==> src/logic/pich_defs.svh <==
// Offsets, fields, codes and timing counts of the interrupt host port
`ifndef PICH_DEFS_SVH
`define PICH_DEFS_SVH
// APB register byte offsets
`define PICH_OFF_CTRL      8'h00
`define PICH_OFF_WDATA     8'h04
`define PICH_OFF_RDATA     8'h08
`define PICH_OFF_STAT      8'h0C
`define PICH_OFF_IRQ_STAT  8'h10
`define PICH_OFF_IRQ_MASK  8'h14
`define PICH_OFF_VECTOR    8'h18
// Command field positions in the control word
`define PICH_CMD_GO        0
`define PICH_CMD_READ      1
`define PICH_CMD_ADDR      2
`define PICH_CMD_ACK       3
`define PICH_CMD_MODE86    4
// Status-bit positions
`define PICH_EV_DONE       0
`define PICH_EV_INT        1
// Device call code
`define PICH_CALL_CODE     8'hCD
// Pin timing in ns and cycles at 50 MHz
`define PICH_CLK_NS        20
`define PICH_STROBE_NS     190
`define PICH_GAP_NS        400
`define PICH_STROBE_CYC    (((`PICH_STROBE_NS)+(`PICH_CLK_NS)-1)/(`PICH_CLK_NS))
`define PICH_GAP_CYC       (((`PICH_GAP_NS)+(`PICH_CLK_NS)-1)/(`PICH_CLK_NS))
`endif

==> src/logic/pich_pkg.sv <==
// Types of the interrupt host port
package pich_pkg;
    typedef enum logic [4:0] {
        PICH_IDLE  = 5'b00001,
        PICH_SETUP = 5'b00010,
        PICH_PULSE = 5'b00100,
        PICH_GAP   = 5'b01000,
        PICH_NEXT  = 5'b10000
    } pich_state_t;

    typedef struct packed {
        logic       cs_n;
        logic       rd_n;
        logic       wr_n;
        logic       ack_n;
        logic       port_select_bit;
        logic [7:0] dout;
        logic       doe;
    } pich_pins_t;

    typedef struct packed {
        pich_state_t state;
        pich_pins_t  pins;
        logic [4:0]  cnt;
        logic        is_read;
        logic        is_ack;
        logic        mode86;
        logic [1:0]  pulse_idx;
        logic        busy;
        logic [7:0]  rdata;
        logic [23:0] vector;
        logic [1:0]  irq_stat;
        logic [1:0]  irq_mask;
        logic [7:0]  wdata;
        logic        cmd_addr;
        logic        int_seen;
        logic [31:0] prdata;
    } pich_st_t;
endpackage

==> src/logic/pich_host.sv <==
// Host controller that drives the interrupt controller pins from APB
`include "pich_defs.svh"

module pich_host
    import pich_pkg::*;
(
    input  wire logic        clock,
    input  wire logic        srst,
    input  wire logic        psel,
    input  wire logic        penable,
    input  wire logic        pwrite,
    input  wire logic [7:0]  paddr,
    input  wire logic [31:0] pwdata,
    output logic      [31:0] prdata,
    output logic             pready,
    output logic             pslverr,
    output logic             irq,
    output logic             cs_n,
    output logic             rd_n,
    output logic             wr_n,
    output logic             irq_acknowledge_n,
    output logic             port_select_bit,
    input  wire logic [7:0]  data_in,
    output logic      [7:0]  data_out,
    output logic             data_oe,
    input  wire logic        dev_int
);

    // ========================================
    // State
    pich_st_t st_reg;
    pich_st_t st_next;

    localparam logic [4:0] STROBE_CYC = 5'(`PICH_STROBE_CYC);
    localparam logic [4:0] GAP_CYC    = 5'(`PICH_GAP_CYC);

    function automatic logic hit(input logic [7:0] a, input logic [7:0] o);
        return a == o;
    endfunction

    logic apb_wr;
    logic apb_rd;
    logic pulse_end;
    logic last_pulse;
    assign apb_wr    = psel && penable && pwrite;
    assign apb_rd    = psel && penable && !pwrite;
    assign pulse_end = st_reg.cnt == 5'h00;
    assign last_pulse = st_reg.mode86 ? (st_reg.pulse_idx == 2'h1)
                                      : (st_reg.pulse_idx == 2'h2);

    // ========================================
    // Next state
    always_comb begin
        st_next = st_reg;
        st_next.int_seen = dev_int;
        if (dev_int && !st_reg.int_seen) begin
            st_next.irq_stat[`PICH_EV_INT] = 1'b1;
        end
        case (st_reg.state)
            PICH_IDLE: begin
                st_next.pins = '{cs_n: 1'b1, rd_n: 1'b1, wr_n: 1'b1,
                                 ack_n: 1'b1, port_select_bit: 1'b0,
                                 dout: 8'h00, doe: 1'b0};
                if (st_reg.busy) begin
                    st_next.state = PICH_SETUP;
                    st_next.pins.port_select_bit = st_reg.cmd_addr;
                    st_next.pins.cs_n = st_reg.is_ack;
                    st_next.cnt = STROBE_CYC;
                    st_next.pulse_idx = 2'h0;
                end
            end
            PICH_SETUP: begin
                st_next.state = PICH_PULSE;
                if (st_reg.is_ack) begin
                    st_next.pins.ack_n = 1'b0;
                end else if (st_reg.is_read) begin
                    st_next.pins.rd_n = 1'b0;
                end else begin
                    st_next.pins.wr_n = 1'b0;
                    st_next.pins.dout = st_reg.wdata;
                    st_next.pins.doe = 1'b1;
                end
            end
            PICH_PULSE: begin
                st_next.cnt = st_reg.cnt - 5'h01;
                if (pulse_end) begin
                    st_next.pins.rd_n = 1'b1;
                    st_next.pins.wr_n = 1'b1;
                    st_next.pins.ack_n = 1'b1;
                    st_next.state = PICH_GAP;
                    st_next.cnt = GAP_CYC;
                    if (st_reg.is_read) begin
                        st_next.rdata = data_in;
                    end
                    if (st_reg.is_ack) begin
                        case (st_reg.pulse_idx)
                            2'h0: st_next.vector[7:0] = data_in;
                            2'h1: begin
                                if (st_reg.mode86) begin
                                    st_next.vector[7:0] = data_in;
                                end else begin
                                    st_next.vector[15:8] = data_in;
                                end
                            end
                            default: st_next.vector[23:16] = data_in;
                        endcase
                    end
                end
            end
            PICH_GAP: begin
                st_next.pins.doe = 1'b0;
                st_next.cnt = st_reg.cnt - 5'h01;
                if (pulse_end) begin
                    st_next.state = PICH_NEXT;
                end
            end
            PICH_NEXT: begin
                if (st_reg.is_ack && !last_pulse) begin
                    st_next.pulse_idx = st_reg.pulse_idx + 2'h1;
                    st_next.cnt = STROBE_CYC;
                    st_next.state = PICH_SETUP;
                end else begin
                    st_next.pins.cs_n = 1'b1;
                    st_next.busy = 1'b0;
                    st_next.irq_stat[`PICH_EV_DONE] = 1'b1;
                    st_next.state = PICH_IDLE;
                end
            end
            default: st_next.state = PICH_IDLE;
        endcase
        // APB writes; hardware set wins over a write-one clear
        if (apb_wr && hit(paddr, `PICH_OFF_CTRL) && !st_reg.busy
            && pwdata[`PICH_CMD_GO]) begin
            st_next.busy = 1'b1;
            st_next.is_read = pwdata[`PICH_CMD_READ];
            st_next.cmd_addr = pwdata[`PICH_CMD_ADDR];
            st_next.is_ack = pwdata[`PICH_CMD_ACK];
            st_next.mode86 = pwdata[`PICH_CMD_MODE86];
            if (pwdata[`PICH_CMD_ACK]) begin
                st_next.vector = 24'h000000;
            end
        end
        if (apb_wr && hit(paddr, `PICH_OFF_WDATA) && !st_reg.busy) begin
            st_next.wdata = pwdata[7:0];
        end
        if (apb_wr && hit(paddr, `PICH_OFF_IRQ_MASK)) begin
            st_next.irq_mask = pwdata[1:0];
        end
        if (apb_wr && hit(paddr, `PICH_OFF_IRQ_STAT)) begin
            st_next.irq_stat = st_reg.irq_stat & ~pwdata[1:0];
            if (st_next.state == PICH_IDLE && st_reg.state == PICH_NEXT) begin
                st_next.irq_stat[`PICH_EV_DONE] = 1'b1;
            end
            if (dev_int && !st_reg.int_seen) begin
                st_next.irq_stat[`PICH_EV_INT] = 1'b1;
            end
        end
        case (paddr)
            `PICH_OFF_CTRL:     st_next.prdata = {27'h0, st_reg.mode86,
                                    st_reg.is_ack, st_reg.cmd_addr,
                                    st_reg.is_read, st_reg.busy};
            `PICH_OFF_WDATA:    st_next.prdata = {24'h0, st_reg.wdata};
            `PICH_OFF_RDATA:    st_next.prdata = {24'h0, st_reg.rdata};
            `PICH_OFF_STAT:     st_next.prdata = {29'h0, dev_int,
                                    st_reg.pulse_idx == 2'h0, st_reg.busy};
            `PICH_OFF_IRQ_STAT: st_next.prdata = {30'h0, st_reg.irq_stat};
            `PICH_OFF_IRQ_MASK: st_next.prdata = {30'h0, st_reg.irq_mask};
            `PICH_OFF_VECTOR:   st_next.prdata = {8'h00, st_reg.vector};
            default:            st_next.prdata = 32'h0000_0000;
        endcase
    end

    always_ff @(posedge clock) begin
        if (srst) begin
            st_reg <= '{state: PICH_IDLE,
                        pins: '{cs_n: 1'b1, rd_n: 1'b1, wr_n: 1'b1,
                                ack_n: 1'b1, port_select_bit: 1'b0,
                                dout: 8'h00, doe: 1'b0},
                        default: '0};
        end else begin
            st_reg <= st_next;
        end
    end

    // ========================================
    // Outputs
    // No cascade or slave-program pin here
    assign prdata            = st_reg.prdata;
    assign pready            = 1'b1;
    assign pslverr           = 1'b0;
    assign irq               = |(st_reg.irq_stat & st_reg.irq_mask);
    assign cs_n              = st_reg.pins.cs_n;
    assign rd_n              = st_reg.pins.rd_n;
    assign wr_n              = st_reg.pins.wr_n;
    assign irq_acknowledge_n = st_reg.pins.ack_n;
    assign port_select_bit   = st_reg.pins.port_select_bit;
    assign data_out          = st_reg.pins.dout;
    assign data_oe           = st_reg.pins.doe;

    // ========================================
    // Checks on the device pins
    AST_NO_RDWR: assert property (
        @(posedge clock) disable iff (srst)
        !(!rd_n && !wr_n))
        else $error("read and write together");

    AST_IDLE_CS: assert property (
        @(posedge clock) disable iff (srst)
        (st_reg.state == PICH_IDLE && !st_reg.busy) |-> cs_n)
        else $error("chip select low while idle");

    AST_STROBE_CS: assert property (
        @(posedge clock) disable iff (srst)
        (!rd_n || !wr_n) |-> !cs_n)
        else $error("read or write strobe without chip select");

    AST_OE_CS: assert property (
        @(posedge clock) disable iff (srst)
        data_oe |-> (!cs_n && irq_acknowledge_n))
        else $error("bus driven outside a write");

    AST_ACK_CS: assert property (
        @(posedge clock) disable iff (srst)
        !irq_acknowledge_n |-> cs_n)
        else $error("chip select low during acknowledge");

    AST_WIDTH: assert property (
        @(posedge clock) disable iff (srst)
        $fell(rd_n) |-> !rd_n [*8])
        else $error("read strobe too short");

    AST_WR_WIDTH: assert property (
        @(posedge clock) disable iff (srst)
        $fell(wr_n) |-> !wr_n [*8])
        else $error("write strobe too short");

    AST_ACK_WIDTH: assert property (
        @(posedge clock) disable iff (srst)
        $fell(irq_acknowledge_n) |-> !irq_acknowledge_n [*8])
        else $error("acknowledge pulse too short");

    AST_ACK_GAP: assert property (
        @(posedge clock) disable iff (srst)
        $rose(irq_acknowledge_n) |-> irq_acknowledge_n [*8])
        else $error("acknowledge pulses too close");

    AST_ADDR_HOLD: assert property (
        @(posedge clock) disable iff (srst)
        (!rd_n || !wr_n) |-> $stable(port_select_bit))
        else $error("address bit moved during a strobe");

    AST_WR_DATA: assert property (
        @(posedge clock) disable iff (srst)
        !wr_n |-> data_oe)
        else $error("write without data drive");

    AST_ACK_NO_DRV: assert property (
        @(posedge clock) disable iff (srst)
        !irq_acknowledge_n |-> !data_oe)
        else $error("bus driven in acknowledge");

    // ========================================
    // Checks on status and sequencing
    AST_INT_EV: assert property (
        @(posedge clock) disable iff (srst)
        $rose(dev_int) |-> ##[1:2] st_reg.irq_stat[`PICH_EV_INT])
        else $error("interrupt event lost");

    AST_DONE_EV: assert property (
        @(posedge clock) disable iff (srst)
        $fell(st_reg.busy) |-> st_reg.irq_stat[`PICH_EV_DONE])
        else $error("done event lost");

    AST_CALL_LEN: assert property (
        @(posedge clock) disable iff (srst)
        (st_reg.is_ack && !st_reg.mode86 && st_reg.state != PICH_IDLE)
        |-> st_reg.pulse_idx != 2'h3)
        else $error("too many pulses in call mode");

    AST_VEC_LEN: assert property (
        @(posedge clock) disable iff (srst)
        (st_reg.is_ack && st_reg.mode86 && st_reg.state != PICH_IDLE)
        |-> st_reg.pulse_idx <= 2'h1)
        else $error("too many pulses in vector mode");

    // ========================================
    // Coverage
    COV_ACK85: cover property (@(posedge clock)
        st_reg.is_ack && !st_reg.mode86 && st_reg.pulse_idx == 2'h2);
    COV_ACK86: cover property (@(posedge clock)
        st_reg.is_ack && st_reg.mode86 && st_reg.pulse_idx == 2'h1);
    COV_WRITE: cover property (@(posedge clock) $fell(wr_n));
    COV_READ: cover property (@(posedge clock) $fell(rd_n));
    COV_INT: cover property (@(posedge clock) $rose(irq));
endmodule

==> config.mk <==
export PLATFORM = sky130hd
export DESIGN_NAME = pich_host
export DESIGN_NICKNAME = d
export VERILOG_FILES = /design/src/logic/pich_pkg.sv /design/src/logic/pich_host.sv
export VERILOG_INCLUDE_DIRS = /design/src /design/src/logic
export SDC_FILE = /design/constraint.sdc
export NUM_CORES = 1
export LEC_CHECK = 0
export BUFFER_PORTS_ARGS = -buffer_cell sky130_fd_sc_hd__buf_2
export CAP_MARGIN = 20
export CORE_MARGIN = 3
export CORE_UTILIZATION = 55
export CTS_CLUSTER_SIZE = 8
export DETAILED_ROUTE_END_ITERATION = 6
export PLACE_DENSITY = 0.87
export SLEW_MARGIN = 40
export SYNTH_ARGS = -nofsm -noshare
export SYNTH_HDL_FRONTEND = slang
export SYNTH_SLANG_ARGS = --single-unit
export TNS_END_PERCENT = 1
==> constraint.sdc <==
create_clock -name clock -period 5.83 [get_ports clock]
set_input_delay 0.8745 -clock clock [delete_from_list [all_inputs] [get_ports clock]]
set_output_delay 0.8745 -clock clock [all_outputs]
set_load 0.01 [all_outputs]
==> run summary <==
Max Slew Vio Count = 0
WL final = 9.19 mm
Initial Util = 57.2%
Synth Warn # = 0
kind of critical path = in2reg
Post-CTS Setup Bufs = 0
crit path DAT = 2.91 ns
Synth area leaders = dfxtp_1, mux2i_1, buf_4
Final Cell Area = 4760 sq um
setup TNS = 0 ns
CP max stage delay = 0.72 ns
Detail Placement HPWL = 6.66 mm
busiest layer in global routing = met2
pre-CTS WS = 2.86 ns
total I/O pin count = 103
Mapped Area = 4460 sq um
core region area = 7810 sq um
R2R Setup Slk = 3.50 ns
Antenna Violating Nets Remaining = 0
min-delay src = wr_n
M3 GR Usage = 5.16%
total track usage = 20.6%
DRC violations left = 0
net count reported at finish = 543
clk_skew = 0.0135 ns
commonest cells after routing, fill and taps aside = dfxtp_1, buf_2, nor2_1
Yosys reg bits = 100
Syn Area/Cell = 9.72 sq um
drt wl/cell = 15.6 um
synth unique cells = 59
worst min path class = reg2reg
diode count = 0
Worst Slack Setup Final = 3.15 ns
Rows = 32
Placer Congestion = 0.847
achievable frequency = 373 MHz
VDD IR max = 0.151 mV
count of final hold-check violations = 0
worst slew pin tran = 0.781 ns
hold depth = 1
CTS resizes = 0
clk buf depth = 2
cells on worst reg2reg path = 4
hold buffer count at cts = 0
max FFs per register = 62
M2 GR Usage = 35.1%
final core utilization = 61.0%
FF/Latch Area = 2000 sq um
cell taking the most area after synthesis = dfxtp_1
sequential share of the synthesized area = 44.9%
Die Ht = 96.1 um
initial antenna violation count = 0
ys flop type = dfxtp_1
PortBufs = 68
total grt overflow = 0
Area after DPL = 4560 sq um
CTS Buf Count = 9
die extent in x = 96.1 um
Setup crit end kind = register
crit path cell chain = buf_2 > or3_1 > nor3_1 > a31o_2 > nor2_1
hold path endpoint = wr_n
period utilization = 46.0%
CTS tree = done
H-tree depth = 3
crit start category = input pin
outcome = completed
maximum number of pins on one net before global-route repair = 42
clock latency on the worst-skew pair = 0.36 ns
area occupied by multi-input gates = 2070 sq um
DP Cell Count = 575
slowest CP cell = a31o_2
Max-Cap Viols = 0
die footprint = 9230 sq um
M1 GR Usage = 24.6%
Clock Tree Root = clkbuf_8
share of the synthesized area in the top cell type = 44.9%
Pleak = 1.91 nW
Async SR Flop Fraction = 0%
Fill cells = 667
most common cell after layout, fill and taps aside = dfxtp_1
min Tclk post-route = 2.68 ns
vias in the first global route = 3146
Slew HR = 47.9%
sinks on the clock net = 100
r2r startpoint = st_reg[78]
Layout area overhead = 6.70%
final setup vio count = 0
CTS clk-pin slew, worst paths = 0.10 ns
Post-synth EDFFs = 0
reg-to-reg endpoint = st_reg[50]
power density over the cells = 242 nW/um^2
critical-path maximum fanout = 24
RSZ-0062 raised after global routing = false
first-pass GRT wire length = 14.8 mm
cell count after synthesis = 459
vias = 3354
DR iter-0 viols = 170
Finished Layout Cells = 591
first-pass iteration count of the detailed router = 5
CP Data Required Time = 6.05 ns
Via density = 5.68
share of cells above drive strength 1 = 23.1%
-- critical path, delay by kind of cell --
family,cells,cell delay (ns)
AO/OA/AOI/OAI,1,0.72
buffers and inverters,1,0.11
AND/OR/NAND/NOR,3,1.19
-- layer usage --
layer  vias to the layer above  routed length, um
met3                        23                473
met2                       105               4760
met1                      1606               3710
li1                       1620                  -
met4                         0                247
met5                         -                  0
-- stage by stage --
step / total power [mW] / hold WS (ns)
floorplan: 0.729 / 0.429
global placement: 0.743 / 0.433
detailed placement: 0.744 / 0.436
CTS: 1.16 / 0.460
global route: 1.20 / 0.471
finish: 1.15 / 0.458
-- cell families after synthesis --
kind of cell    synth area share, %
flops                          44.9
fa+ha+maj                      1.40
simple gates                   20.7
compound gates                 12.6
mux                            9.95
buf+inv                        9.95
xor+xnor                      0.393
other cells                   0.168
-- synthesized netlist by cell type, types with 3 or more instances --
master / n
or3_1: 5
a22o_1: 9
nor4b_1: 3
nand2_1: 9
a31oi_1: 5
dfxtp_1: 100
clkbuf_1: 12
buf_4: 42
nor3_1: 7
and3_1: 6
a22oi_1: 10
nor2b_1: 9
nand3b_1: 6
nand4_1: 4
a21o_1: 6
buf_6: 3
nor2_1: 45
and2_1: 18
a21oi_1: 16
nor2_2: 16
nand2b_1: 4
inv_1: 7
buf_2: 4
ha_1: 5
mux2i_1: 41
o21a_1: 3
nand3_1: 14
o21ai_0: 10
nor4_4: 3
-- report_power, final --
part	switching (mW)	leakage [nW]	total, mW	internal (mW)
sequential	0.000628	0.806	0.684	0.683
combinational	0.0314	1.00	0.0453	0.0138
clock	0.249	0.0994	0.424	0.175
total	0.281	1.91	1.15	0.873
-- worst max-delay path by stage --
stage / to / slack [ns] / startpoint
floorplan: st_reg[60] / 3.46 / paddr[5]
global placement: st_reg[37] / 2.93 / paddr[2]
detailed placement: st_reg[50] / 2.86 / paddr[5]
CTS: st_reg[50] / 3.17 / paddr[5]
global route: st_reg[47] / 3.00 / paddr[5]
finish: st_reg[50] / 3.15 / paddr[5]
-- area by class of cell --
type	count	area share [%]
multi-input combinational	298	43.5
sequential	100	42.0
timing repair buffer	68	7.15
clock buffer	10	2.89
tap	102	2.68
clock inverter	6	1.16
inverter	7	0.552
No activity file was read; power rests on OpenSTA's default activity.
